==> src/common/rpu_consts.svh <==
// Offsets, field positions and reset values of the region protection unit
`ifndef RPU_CONSTS_SVH
`define RPU_CONSTS_SVH

// Controller registers on APB (byte addresses)
`define RPU_OFF_CTRL      12'h000
`define RPU_OFF_BASE      12'h004
`define RPU_OFF_ACC       12'h008
`define RPU_OFF_REQ_ADDR  12'h00C
`define RPU_OFF_REQ_CTL   12'h010
`define RPU_OFF_STATUS    12'h014

// Region base word
`define RPU_BASE_HI       31
`define RPU_BASE_LO       8
`define RPU_INDEX_HI      5
`define RPU_INDEX_LO      1
`define RPU_TYPE_BIT      0

// Region access word
`define RPU_MASK_LO       8
`define RPU_LIMIT_LO      7
`define RPU_CACHE_BIT     5
`define RPU_PERM_HI       4
`define RPU_PERM_LO       2
`define RPU_RD_BIT        1
`define RPU_WR_BIT        0

// Granule is 256 bytes: address bits below this are ignored
`define RPU_GRAN_BITS     8

// Request control and status fields
`define RPU_KIND_HI       1
`define RPU_KIND_LO       0
`define RPU_USER_BIT      2
`define RPU_DONE_BIT      0
`define RPU_FAULT_BIT     1
`define RPU_CACHED_BIT    2

`define RPU_WORD_RESET    32'h0000_0000

`endif

==> src/common/rpu_pkg.sv <==
// Types shared by both ends of the region protection unit
package rpu_pkg;

    typedef enum logic [1:0] {
        RPU_FETCH,
        RPU_LOAD,
        RPU_STORE
    } rpu_kind_t;

    typedef enum logic [1:0] {
        RPU_SEL_CTRL,
        RPU_SEL_BASE,
        RPU_SEL_ACC
    } rpu_sel_t;

    typedef enum logic {
        RPU_IDLE,
        RPU_WAIT
    } rpu_req_state_t;

endpackage

==> src/common/rpu_if.sv <==
// Link between the processor core side and the protection unit
`timescale 1ns/1ps
interface rpu_if;
    logic                cfg_we;
    rpu_pkg::rpu_sel_t   cfg_sel;
    logic [31:0]         cfg_wdata;
    logic [31:0]         base_q;
    logic [31:0]         acc_q;
    logic                enable_q;
    logic                req_valid;
    logic [31:0]         req_addr;
    rpu_pkg::rpu_kind_t  req_kind;
    logic                req_user;
    logic                resp_valid;
    logic                resp_fault;
    logic                resp_cache;

    modport dev (
        input  cfg_we, cfg_sel, cfg_wdata, req_valid, req_addr, req_kind,
               req_user,
        output base_q, acc_q, enable_q, resp_valid, resp_fault, resp_cache
    );
    modport core (
        output cfg_we, cfg_sel, cfg_wdata, req_valid, req_addr, req_kind,
               req_user,
        input  base_q, acc_q, enable_q, resp_valid, resp_fault, resp_cache
    );
endinterface

==> src/logic/rpu_device.sv <==
// Region protection unit: region table, access checks and register pair
//
// Summary of operation
// - Mask field is ones shifted by log2 size
// - Limit is first granule past region top
// - Data regions carry a cacheable flag
// - Instruction permission codes 000, 001, 010 decoded
// - Data permission codes 000-110 decoded
// - Read command loads entry into register pair
// - Write command stores register pair into entry
// - Software never sets read and write together
// - Software disables mask regions: nonzero base, 4GB
// - Limit zero with nonzero base never matches
// - Unit comes out of reset disabled
// - Software rewrites regions only while unit off
// - Software re-enables unit before guarded code
// - Software uses power-of-two sizes, aligned bases
// - Overlaps resolved by highest-priority matching region
// - Access hitting no region raises a fault while unit on
// - Denied permission raises a fault while unit on
// - Mask or limit sizing chosen at build time
// - Lower region number has higher priority
// - Type bit selects data or instruction region
// - Base field is start address over granule
`timescale 1ns/1ps
`include "rpu_consts.svh"
module rpu_device #(
    parameter int N_REG     = 8,
    parameter bit USE_LIMIT = 1'b0
) (
    input  wire logic clock,
    input  wire logic rst,
    rpu_if.dev        link,
    output logic      unit_on,
    output logic      fault_seen
);
    localparam int IW = (N_REG > 1) ? $clog2(N_REG) : 1;
    localparam int AW = 32 - `RPU_GRAN_BITS;

    // Index field is five bits wide, so more entries cannot be reached
    if (N_REG < 1 || N_REG > 32) begin : g_bad_n_reg
        $error("N_REG must lie between 1 and 32");
    end

    ////////////////////////////////////////////////////////////////////////
    // Region table, one set for instructions (0) and one for data (1)
    logic [AW-1:0] ent_base  [2][N_REG];
    logic [AW:0]   ent_size  [2][N_REG];
    logic [2:0]    ent_perm  [2][N_REG];
    logic          ent_cache [2][N_REG];

    logic [AW-1:0] base_field;
    logic [4:0]    index_field;
    logic          type_field;
    logic [AW:0]   size_field;
    logic [2:0]    perm_field;
    logic          cache_field;
    logic          enabled;

    logic          acc_write;
    logic          cmd_rd;
    logic          cmd_wr;
    logic [AW:0]   wr_size;
    logic [IW-1:0] sel_idx;
    logic          idx_ok;

    assign acc_write = link.cfg_we && link.cfg_sel == rpu_pkg::RPU_SEL_ACC;
    assign cmd_rd    = acc_write && link.cfg_wdata[`RPU_RD_BIT]
                       && !link.cfg_wdata[`RPU_WR_BIT];
    assign cmd_wr    = acc_write && link.cfg_wdata[`RPU_WR_BIT];
    assign sel_idx   = IW'(index_field);
    assign idx_ok    = 32'(index_field) < N_REG;

    // Size field as carried by the access word for the chosen sizing
    always_comb begin
        if (USE_LIMIT) begin
            wr_size = link.cfg_wdata[31:`RPU_LIMIT_LO];
        end else begin
            wr_size = {1'b0, link.cfg_wdata[31:`RPU_MASK_LO]};
        end
    end

    ////////////////////////////////////////////////////////////////////////
    // Base word: written by software, reloaded by a region read
    always_ff @(posedge clock or posedge rst) begin
        if (rst) begin
            base_field  <= '0;
            index_field <= '0;
            type_field  <= 1'b0;
        end else if (link.cfg_we && link.cfg_sel == rpu_pkg::RPU_SEL_BASE)
        begin
            base_field  <= link.cfg_wdata[`RPU_BASE_HI:`RPU_BASE_LO];
            index_field <= link.cfg_wdata[`RPU_INDEX_HI:`RPU_INDEX_LO];
            type_field  <= link.cfg_wdata[`RPU_TYPE_BIT];
        end else if (cmd_rd && idx_ok) begin
            base_field <= ent_base[type_field][sel_idx];
        end
    end

    // Access word fields; the command bits are never stored
    always_ff @(posedge clock or posedge rst) begin
        if (rst) begin
            size_field  <= '0;
            perm_field  <= '0;
            cache_field <= 1'b0;
        end else if (cmd_rd) begin
            if (idx_ok) begin
                size_field  <= ent_size[type_field][sel_idx];
                perm_field  <= ent_perm[type_field][sel_idx];
                cache_field <= ent_cache[type_field][sel_idx];
            end
        end else if (acc_write) begin
            size_field  <= wr_size;
            perm_field  <= link.cfg_wdata[`RPU_PERM_HI:`RPU_PERM_LO];
            cache_field <= link.cfg_wdata[`RPU_CACHE_BIT];
        end
    end

    // A write command takes the access fields of the same bus write,
    // so one write both loads and commits the entry
    always_ff @(posedge clock or posedge rst) begin
        if (rst) begin
            for (int t = 0; t < 2; t++) begin
                for (int r = 0; r < N_REG; r++) begin
                    ent_base[t][r]  <= '0;
                    ent_size[t][r]  <= '0;
                    ent_perm[t][r]  <= '0;
                    ent_cache[t][r] <= 1'b0;
                end
            end
        end else if (cmd_wr && idx_ok) begin
            ent_base[type_field][sel_idx]  <= base_field;
            ent_size[type_field][sel_idx]  <= wr_size;
            ent_perm[type_field][sel_idx]  <=
                link.cfg_wdata[`RPU_PERM_HI:`RPU_PERM_LO];
            ent_cache[type_field][sel_idx] <=
                link.cfg_wdata[`RPU_CACHE_BIT];
        end
    end

    always_ff @(posedge clock or posedge rst) begin
        if (rst) begin
            enabled <= 1'b0;
        end else if (link.cfg_we && link.cfg_sel == rpu_pkg::RPU_SEL_CTRL)
        begin
            enabled <= link.cfg_wdata[0];
        end
    end

    ////////////////////////////////////////////////////////////////////////
    // Address matching, one comparator per entry and region type
    logic [AW-1:0] gran_addr;
    logic [N_REG-1:0] hit [2];

    assign gran_addr = link.req_addr[31:`RPU_GRAN_BITS];

    for (genvar t = 0; t < 2; t++) begin : g_type
        for (genvar r = 0; r < N_REG; r++) begin : g_ent
            logic [AW-1:0] m;
            assign m = ent_size[t][r][AW-1:0];
            if (USE_LIMIT) begin : g_lim
                // Limit 0 can never exceed the address: region is off
                assign hit[t][r] = {1'b0, gran_addr} >= {1'b0, ent_base[t][r]}
                    && {1'b0, gran_addr} < ent_size[t][r];
            end else begin : g_msk
                // A base with bits under the mask is misaligned and is
                // how software switches a region off
                assign hit[t][r] = ((gran_addr ^ ent_base[t][r]) & m) == '0
                    && (ent_base[t][r] & ~m) == '0;
            end
        end
    end

    // Lowest-numbered matching entry wins
    logic          any_hit;
    logic [IW-1:0] win;
    logic          is_data;

    assign is_data = link.req_kind != rpu_pkg::RPU_FETCH;

    always_comb begin
        any_hit = 1'b0;
        win     = '0;
        for (int r = N_REG - 1; r >= 0; r--) begin
            if (hit[is_data][r]) begin
                any_hit = 1'b1;
                win     = IW'(r);
            end
        end
    end

    ////////////////////////////////////////////////////////////////////////
    // Permission decode
    logic [2:0] p;
    logic       allowed;

    assign p = ent_perm[is_data][win];

    always_comb begin
        allowed = 1'b0;
        case (link.req_kind)
            rpu_pkg::RPU_FETCH: begin
                allowed = link.req_user ? (p == 3'h2)
                                        : (p == 3'h1 || p == 3'h2);
            end
            rpu_pkg::RPU_LOAD: begin
                allowed = link.req_user
                    ? (p == 3'h2 || p == 3'h5 || p == 3'h6)
                    : (p == 3'h1 || p == 3'h2 || p == 3'h4
                       || p == 3'h5 || p == 3'h6);
            end
            rpu_pkg::RPU_STORE: begin
                allowed = link.req_user
                    ? (p == 3'h6)
                    : (p == 3'h4 || p == 3'h5 || p == 3'h6);
            end
            default: begin
                allowed = 1'b0;
            end
        endcase
    end

    ////////////////////////////////////////////////////////////////////////
    // Answer one cycle after each request
    always_ff @(posedge clock or posedge rst) begin
        if (rst) begin
            link.resp_valid <= 1'b0;
            link.resp_fault <= 1'b0;
            link.resp_cache <= 1'b0;
        end else begin
            link.resp_valid <= link.req_valid;
            if (link.req_valid) begin
                if (!enabled) begin
                    link.resp_fault <= 1'b0;
                    link.resp_cache <= 1'b0;
                end else begin
                    link.resp_fault <= !any_hit || !allowed;
                    link.resp_cache <= any_hit && is_data
                                       && ent_cache[1][win];
                end
            end
        end
    end

    always_ff @(posedge clock or posedge rst) begin
        if (rst) begin
            fault_seen <= 1'b0;
        end else begin
            fault_seen <= link.req_valid && enabled
                          && (!any_hit || !allowed);
        end
    end

    // Readback words
    always_ff @(posedge clock or posedge rst) begin
        if (rst) begin
            link.enable_q <= 1'b0;
            unit_on       <= 1'b0;
            link.base_q   <= `RPU_WORD_RESET;
            link.acc_q    <= `RPU_WORD_RESET;
        end else begin
            link.enable_q <= enabled;
            unit_on       <= enabled;
            link.base_q   <= {base_field, 2'b00, index_field, type_field};
            if (USE_LIMIT) begin
                link.acc_q <= {size_field, 1'b0, cache_field,
                               perm_field, 2'b00};
            end else begin
                link.acc_q <= {size_field[AW-1:0], 2'b00, cache_field,
                               perm_field, 2'b00};
            end
        end
    end

endmodule

==> src/flat_wrapper.sv <==
// flat-port wrapper written by rule: the top's interface ports become plain ports
module rpu_device_flat 
#(
    parameter int N_REG     = 8,
    parameter bit USE_LIMIT = 1'b0
)
  (clock, rst, unit_on, fault_seen, link_cfg_we, link_cfg_sel, link_cfg_wdata, link_req_valid, link_req_addr, link_req_kind, link_req_user, link_base_q, link_acc_q, link_enable_q, link_resp_valid, link_resp_fault, link_resp_cache);
  rpu_if link_i ();
  input  wire logic clock;
  input  wire logic rst;
  output logic unit_on;
  output logic fault_seen;
  input wire logic [$bits(link_i.cfg_we)-1:0] link_cfg_we;
  input wire logic [$bits(link_i.cfg_sel)-1:0] link_cfg_sel;
  input wire logic [$bits(link_i.cfg_wdata)-1:0] link_cfg_wdata;
  input wire logic [$bits(link_i.req_valid)-1:0] link_req_valid;
  input wire logic [$bits(link_i.req_addr)-1:0] link_req_addr;
  input wire logic [$bits(link_i.req_kind)-1:0] link_req_kind;
  input wire logic [$bits(link_i.req_user)-1:0] link_req_user;
  output wire logic [$bits(link_i.base_q)-1:0] link_base_q;
  output wire logic [$bits(link_i.acc_q)-1:0] link_acc_q;
  output wire logic [$bits(link_i.enable_q)-1:0] link_enable_q;
  output wire logic [$bits(link_i.resp_valid)-1:0] link_resp_valid;
  output wire logic [$bits(link_i.resp_fault)-1:0] link_resp_fault;
  output wire logic [$bits(link_i.resp_cache)-1:0] link_resp_cache;
  assign link_i.cfg_we = link_cfg_we;
  assign link_i.cfg_sel = link_cfg_sel;
  assign link_i.cfg_wdata = link_cfg_wdata;
  assign link_i.req_valid = link_req_valid;
  assign link_i.req_addr = link_req_addr;
  assign link_i.req_kind = link_req_kind;
  assign link_i.req_user = link_req_user;
  assign link_base_q = link_i.base_q;
  assign link_acc_q = link_i.acc_q;
  assign link_enable_q = link_i.enable_q;
  assign link_resp_valid = link_i.resp_valid;
  assign link_resp_fault = link_i.resp_fault;
  assign link_resp_cache = link_i.resp_cache;
  rpu_device #(.N_REG(N_REG), .USE_LIMIT(USE_LIMIT)) u_core (.clock(clock), .rst(rst), .link(link_i), .unit_on(unit_on), .fault_seen(fault_seen));
endmodule
==> config.mk <==
export PLATFORM = sky130hd
export DESIGN_NAME = rpu_device_flat
export DESIGN_NICKNAME = d
export VERILOG_FILES = /design/src/common/rpu_pkg.sv /design/src/common/rpu_if.sv /design/src/logic/rpu_device.sv /design/src/flat_wrapper.sv
export VERILOG_INCLUDE_DIRS = /design/src /design/src/common
export SDC_FILE = /design/constraint.sdc
export NUM_CORES = 2
export LEC_CHECK = 0
export BUFFER_PORTS_ARGS = -buffer_cell sky130_fd_sc_hd__buf_2
export CORE_AREA = 3 3 416 418
export CTS_CLUSTER_SIZE = 12
export DETAILED_ROUTE_END_ITERATION = 7
export DIE_AREA = 0 0 419 421
export GPL_TIMING_DRIVEN = 0
export HOLD_SLACK_MARGIN = 0.06
export SLEW_MARGIN = 15
export SYNTH_ARGS = -nofsm -noshare
export SYNTH_HDL_FRONTEND = slang
export SYNTH_SLANG_ARGS = --single-unit
==> constraint.sdc <==
create_clock -name clock -period 41.2 [get_ports clock]
set_input_delay 4.12 -clock clock [delete_from_list [all_inputs] [get_ports clock]]
set_output_delay 4.12 -clock clock [all_outputs]
set_load 0.005 [all_outputs]
Word level (Yosys, flattened, before mapping)
Index checks and enable logic that the tools add are counted.
{"block": "word_totals", "in_bits": 73, "reg_bits": 970}
{"block": "classes", "bitwise_logic": 68, "n_eq_ne": 10, "mux": 89, "n_reduce_logical": 80, "magnitude_cmp": 7}
{"operator": "200-bit two-way mux", "n": 4}
{"operator": "24-bit AND", "n": 32}
{"operator": "24-bit logical NOT", "n": 32}
{"operator": "192-bit two-way mux", "n": 4}
{"operator": "24-bit two-way mux", "n": 17}
{"operator": "400-bit bitwise mux", "n": 1}
{"operator": "384-bit bitwise mux", "n": 1}
{"operator": "24-bit NOT", "n": 16}
{"operator": "24-bit XOR", "n": 16}
{"operator": "200-bit demux with 1-bit select", "n": 1}
{"operator": "192-bit demux with 1-bit select", "n": 1}
{"operator": "25-bit binary-select mux with 3-bit select", "n": 1}
{"operator": "25-bit demux with 3-bit select", "n": 1}
{"operator": "24-bit binary-select mux with 3-bit select", "n": 1}
{"operator": "24-bit demux with 3-bit select", "n": 1}
{"operator": "8-bit two-way mux", "n": 7}
{"operator": "48-bit bitwise mux", "n": 1}
{"operator": "3-bit two-way mux", "n": 16}
{"operator": "1-bit logical AND", "n": 30}
{"operator": "25-bit two-way mux", "n": 1}
{"operator": "24-bit demux with 1-bit select", "n": 1}
{"operator": "1-bit two-way mux", "n": 21}
{"operator": "3-bit binary-select mux with 3-bit select", "n": 2}
{"operator": "16-bit bitwise mux", "n": 1}
{"operator": "other kinds (23)", "n": 45}

Longest topological paths before layout
{"block": "logic_depth", "ltp_word": 29, "ltp_mapped": 16, "depth_no_buf": 13}

Worst setup path after synthesis
Ideal clock, no wire load.
{"block": "synth_timing", "path_type": "input to register", "from": "input link_req_addr[15]", "to": "register u_core.link.resp_fault", "required_ns": 41.072, "arrival_time_ns": 7.146, "setup_slack_ns": 33.926, "n_path_buf": 2, "cell_stages": 14, "path_cell_list": "buf_4 -> buf_6 -> xor2_1 -> a22oi_1 -> nand4_1 -> or4_1 -> nand4_1 -> nor2_1 -> nor3_4 -> mux4_2 -> mux2_2 -> a221oi_1 -> o221a_2 -> o211ai_2"}
{"block": "synth_between", "elab_chain_len": 29}
{"item": "start: declaration", "line": "flat_wrapper.sv:17", "rtl": "input wire logic [$bits(link_i.req_addr)-1:0] link_req_addr;"}
{"item": "24-bit XOR", "line": "rpu_device.sv:168", "rtl": "assign hit[t][r] = ((gran_addr ^ ent_base[t][r]) & m) == '0"}
{"item": "24-bit AND", "line": "rpu_device.sv:168"}
{"item": "24-bit logical NOT", "line": "rpu_device.sv:168"}
{"item": "1-bit logical AND", "line": "rpu_device.sv:169", "rtl": "&& (ent_base[t][r] & ~m) == '0;"}
{"item": "8-bit two-way mux (not written as such) * (3 in series)", "line": "rpu_device.sv:185", "rtl": "if (hit[is_data][r]) begin"}
{"item": "3-bit two-way mux (8 in series)", "line": "rpu_device.sv:185"}
{"item": "3-bit NOT with 4-bit output (not written as such)", "line": "rpu_device.sv:197", "rtl": "assign p = ent_perm[is_data][win];"}
{"item": "3-bit binary-select mux with 3-bit select", "line": "rpu_device.sv:197"}
{"item": "[... 3 more ...]"}
{"item": "1-bit logical OR", "line": "rpu_device.sv:204, rpu_device.sv:209"}
{"item": "1-bit logical OR", "line": "rpu_device.sv:209", "rtl": ": (p == 3'h1 || p == 3'h2 || p == 3'h4"}
{"item": "1-bit logical OR (2 in series)", "line": "rpu_device.sv:210", "rtl": "|| p == 3'h5 || p == 3'h6);"}
{"item": "1-bit two-way mux", "line": "rpu_device.sv:208", "rtl": "? (p == 3'h2 || p == 3'h5 || p == 3'h6)"}
{"item": "1-bit case mux with 3 select lines", "line": "rpu_device.sv:201", "rtl": "case (link.req_kind)"}
{"item": "1-bit logical NOT", "line": "rpu_device.sv:237", "rtl": "link.resp_fault <= !any_hit || !allowed;"}
{"item": "1-bit logical OR *", "line": "rpu_device.sv:237"}
{"item": "1-bit two-way mux *", "line": "rpu_device.sv:233", "rtl": "if (!enabled) begin"}
{"item": "end signal: assignment", "line": "rpu_device.sv:237"}
{"item": "end: declaration", "line": "rpu_if.sv:21", "rtl": "output base_q, acc_q, enable_q, resp_valid, resp_fault, resp_cache"}
Mark *: on every way between the ends. The rest lies on a longest branch, timed or not. The select of a mux whose other input is x is not followed.
A chain may end at the register's enable or synchronous reset.

Worst setup path after layout
{"block": "layout_timing", "from": "input link_req_kind[1]", "to": "register u_core.link.resp_fault"}
{"block": "layout_between", "elab_chain_len": 27}
{"item": "start: declaration", "line": "flat_wrapper.sv:18", "rtl": "input wire logic [$bits(link_i.req_kind)-1:0] link_req_kind;"}
{"item": "2-bit nonzero test", "line": "rpu_device.sv:179", "rtl": "assign is_data = link.req_kind != rpu_pkg::RPU_FETCH;"}
{"item": "1-bit NOT with 2-bit output (not written as such)", "line": "rpu_device.sv:185, rpu_device.sv:197"}
{"item": "8-bit two-way mux (not written as such) (3 in series)", "line": "rpu_device.sv:185"}
{"item": "3-bit two-way mux (8 in series)", "line": "rpu_device.sv:185"}
{"item": "3-bit NOT with 4-bit output (not written as such)", "line": "rpu_device.sv:197"}
{"item": "3-bit binary-select mux with 3-bit select", "line": "rpu_device.sv:197"}
{"item": "3-bit two-way mux (not written as such) (2 in series)", "line": "rpu_device.sv:197"}
{"item": "3-bit by 1-bit equality test with 1-bit output or 3-bit by 2-bit equality test with 1-bit output (tied branches)"}
{"item": "1-bit logical OR", "line": "rpu_device.sv:204, rpu_device.sv:209"}
{"item": "1-bit logical OR", "line": "rpu_device.sv:209"}
{"item": "1-bit logical OR (2 in series)", "line": "rpu_device.sv:210"}
{"item": "1-bit two-way mux", "line": "rpu_device.sv:208"}
{"item": "1-bit case mux with 3 select lines", "line": "rpu_device.sv:201"}
{"item": "1-bit logical NOT", "line": "rpu_device.sv:237"}
{"item": "1-bit logical OR *", "line": "rpu_device.sv:237"}
{"item": "1-bit two-way mux *", "line": "rpu_device.sv:233"}
Marked as above.

==> results.sh <==
export IMPL_numPortBuffers=102
export IMPL_grt_pass1_wl_um=423000
export IMPL_placedCellCount=6609
export IMPL_yosys_warnings=0
export IMPL_post_drt_wl_per_cell_um=48.1
export IMPL_async_reset_ff_share_pct=100
export IMPL_rows=151
export IMPL_grt_util_all_layers_pct=36.6
export IMPL_gp_congestion=1.09
export IMPL_tightest_slew_ns=1.43
export IMPL_max_freq_mhz=116
export IMPL_rsz0062_at_grt="no"
export IMPL_max_cap_viol_count=0
export IMPL_cp_end_kind="flip-flop"
export IMPL_cts_tree="built"
export IMPL_viasPerCell=6.36
export IMPL_grt_overflow_total=0
export IMPL_dp_hpwl_um=247000
export IMPL_antenna_found_initial=82
export IMPL_place_area_um2=55100
export IMPL_routed_wl_um=330000
export IMPL_drive_gt1_share_pct=30.2
export IMPL_initial_utilization_pct=29.9
export IMPL_area_growth_pct=16.5
export IMPL_critPathRequiredTime_ns=41.83
export IMPL_p_per_area_nw_per_um2=52.4
export IMPL_dieArea_um2=176000
export IMPL_yosysSeqAreaShare_pct=47.1
export IMPL_ir_drop_mv=0.0344
export IMPL_cts_setup_buffers=0
export IMPL_ant_nets=0
export IMPL_start_kind="input pin"
export IMPL_clk_pin_slew_ns=0.07
export IMPL_first_pass_iters=6
export IMPL_synth_edff_count=0
export IMPL_p_leak_nw=27.0
export IMPL_grt_start_max_net_pins=111
export IMPL_cts_htree_levels=3
export IMPL_hold_buffers=0
export IMPL_stdcell_count=6864
export IMPL_cts_resized_gates=0
export IMPL_grt_pass1_vias=40704
export IMPL_synth_cell_area_um2=50700
export IMPL_multiInputGateArea_um2=24300
export IMPL_fin_setup_tns_ns=0
export IMPL_core_area_um2=169000
export IMPL_period_minus_slack_ns=8.59
export IMPL_avgSynthCellArea_um2=11.9
export IMPL_post_route_drc_count=0
export IMPL_ys_seq_elements=954
export IMPL_maxSlewHeadroom_pct=4.66
export IMPL_cts_buffer_depth=3
export IMPL_crit_path_max_fanout=14
export IMPL_ys_types=72
export IMPL_die_w_um=419
export IMPL_total_power_mw=3.10
export IMPL_root_buffer="clkbuf_16"
export IMPL_vias=43646
export IMPL_path_class="in2reg"
export IMPL_hp_class="reg2reg"
export IMPL_arrival_ns=9.22
export IMPL_status="complete, no violations"
export IMPL_fp_dieH_um=421
export IMPL_hold_viol=0
export IMPL_netlist_instances=4247
export IMPL_holdWs_ns=0.378
export IMPL_mostFrequentLayoutCell="dfrtp_1"
export IMPL_synth_main_ff_cell="dfrtp_1"
export IMPL_skew_ns=0.0602
export IMPL_mostFrequentLayoutCells="dfrtp_1, mux2_2, xor2_1"
export IMPL_clk_latency_ns=0.80
export IMPL_cts_sinks=954
export IMPL_period_share_pct=20.9
export IMPL_initialDrtViolationCount=7197
export IMPL_ios=143
export IMPL_numCtsBuffers=112
export IMPL_setup_violations=0
export IMPL_fillers=16812
export IMPL_fin_area_um2=59100
export IMPL_nets=4578
export IMPL_seq_area_um2=23900
export IMPL_slew_viol_final=0
layout make-up:
| cell class | instances | area share [%] |
|---|---|---|
| Multi-Input combinational cell | 2696 | 41.1 |
| Sequential cell | 954 | 40.4 |
| Clock buffer | 152 | 5.39 |
| Tap cell | 2218 | 4.70 |
| Buffer | 306 | 2.70 |
| Timing Repair Buffer | 139 | 2.46 |
| Inverter | 296 | 1.89 |
| Clock inverter | 48 | 1.16 |
| Antenna cell | 55 | 0.233 |
report_power, final:
part / internal (mW) / leakage (nW) / switching [mW]
sequential: 1.03 / 12.4 / 0.184
clock: 0.627 / 1.90 / 0.451
combinational: 0.268 / 12.7 / 0.541
total: 1.92 / 27.0 / 1.18
state kept, by name (all words and copies together), names as in the netlist, 3 cells and up:
register            count
u_core.link.base_q     30
u_core.base_field      24
u_core.ent_size       384
u_core.ent_base       384
u_core.index_field      5
u_core.ent_perm        48
u_core.link.acc_q      28
u_core.ent_cache       16
u_core.perm_field       3
u_core.size_field      24
synth_stat cells (25+ instances only):
cell type	n	area, um2
inv_1	296	1110
mux4_2	182	4100
mux2_2	717	8070
nand2b_1	39	244
a22oi_1	161	1210
buf_1	40	150
nor2_1	60	225
nand2_1	248	931
nor4_1	25	156
xor2_1	366	3210
nor2b_1	47	294
o21ai_0	216	1080
clkbuf_1	204	766
buf_6	35	394
nand4_1	52	325
a21oi_1	72	360
o22ai_1	150	938
dfrtp_1	954	23900
mux2i_1	130	1300
nor3_1	27	135
per-stage QoR:
step / worst slack (ns) / util (%)
finish: 32.61 / 34.9
global route: 32.70 / 34.8
detailed placement: 32.00 / 32.5
global placement: -2.26 / 31.9
CTS: 32.81 / 34.8
floorplan: 10.25 / -
critical path, cell delays in order:
cell and delay [ns]:
buf_2 0.13, nor2_4 0.95, o2111ai_1 0.30, nor4_1 0.46
nand4_1 0.28, nor3_1 0.43, or4bb_1 0.47, nor2_1 0.21
nor3_4 0.31, mux4_2 0.54, mux2_2 0.32, a221oi_1 0.29
o221a_2 0.26, o211ai_2 0.09
cell families after synthesis:
kind of cell	after synthesis	share of synthesized area (%)
multiplexers	1031	26.6
buffers and inverters	602	5.14
AND/OR/NAND/NOR	566	5.53
other	1	0.00739
XOR/XNOR	382	6.60
AO/OA/AOI/OAI	711	9.05
flip-flops	954	47.1
path summary, 6_finish.rpt:
check	startpoint	endpoint	slack [ns]	depth (start not counted)
max in group asynchronous	rst	u_core.ent_perm[24]	36.10	5
min in group asynchronous	rst	u_core.ent_base[295]	3.37	2
hold / removal	u_core.size_field[7]	u_core.link.acc_q[15]	0.38	0
setup / recovery	link_req_kind[1]	u_core.link.resp_fault	32.61	14
hold reg to reg	u_core.size_field[7]	u_core.link.acc_q[15]	0.38	0
setup reg to reg	u_core.type_field	u_core.base_field[6]	34.96	11
layer usage:
layer / part of all wire, % / routed length, um / GRT usage, %
met2: 40 / 133000 / 50.1
met5: 0.063 / 207 / 0.301
met1: 38 / 124000 / 46.0
met3: 13 / 41800 / 13.7
met4: 9.5 / 31200 / 29.1
Note: power is estimated with default switching activity, not from simulation.
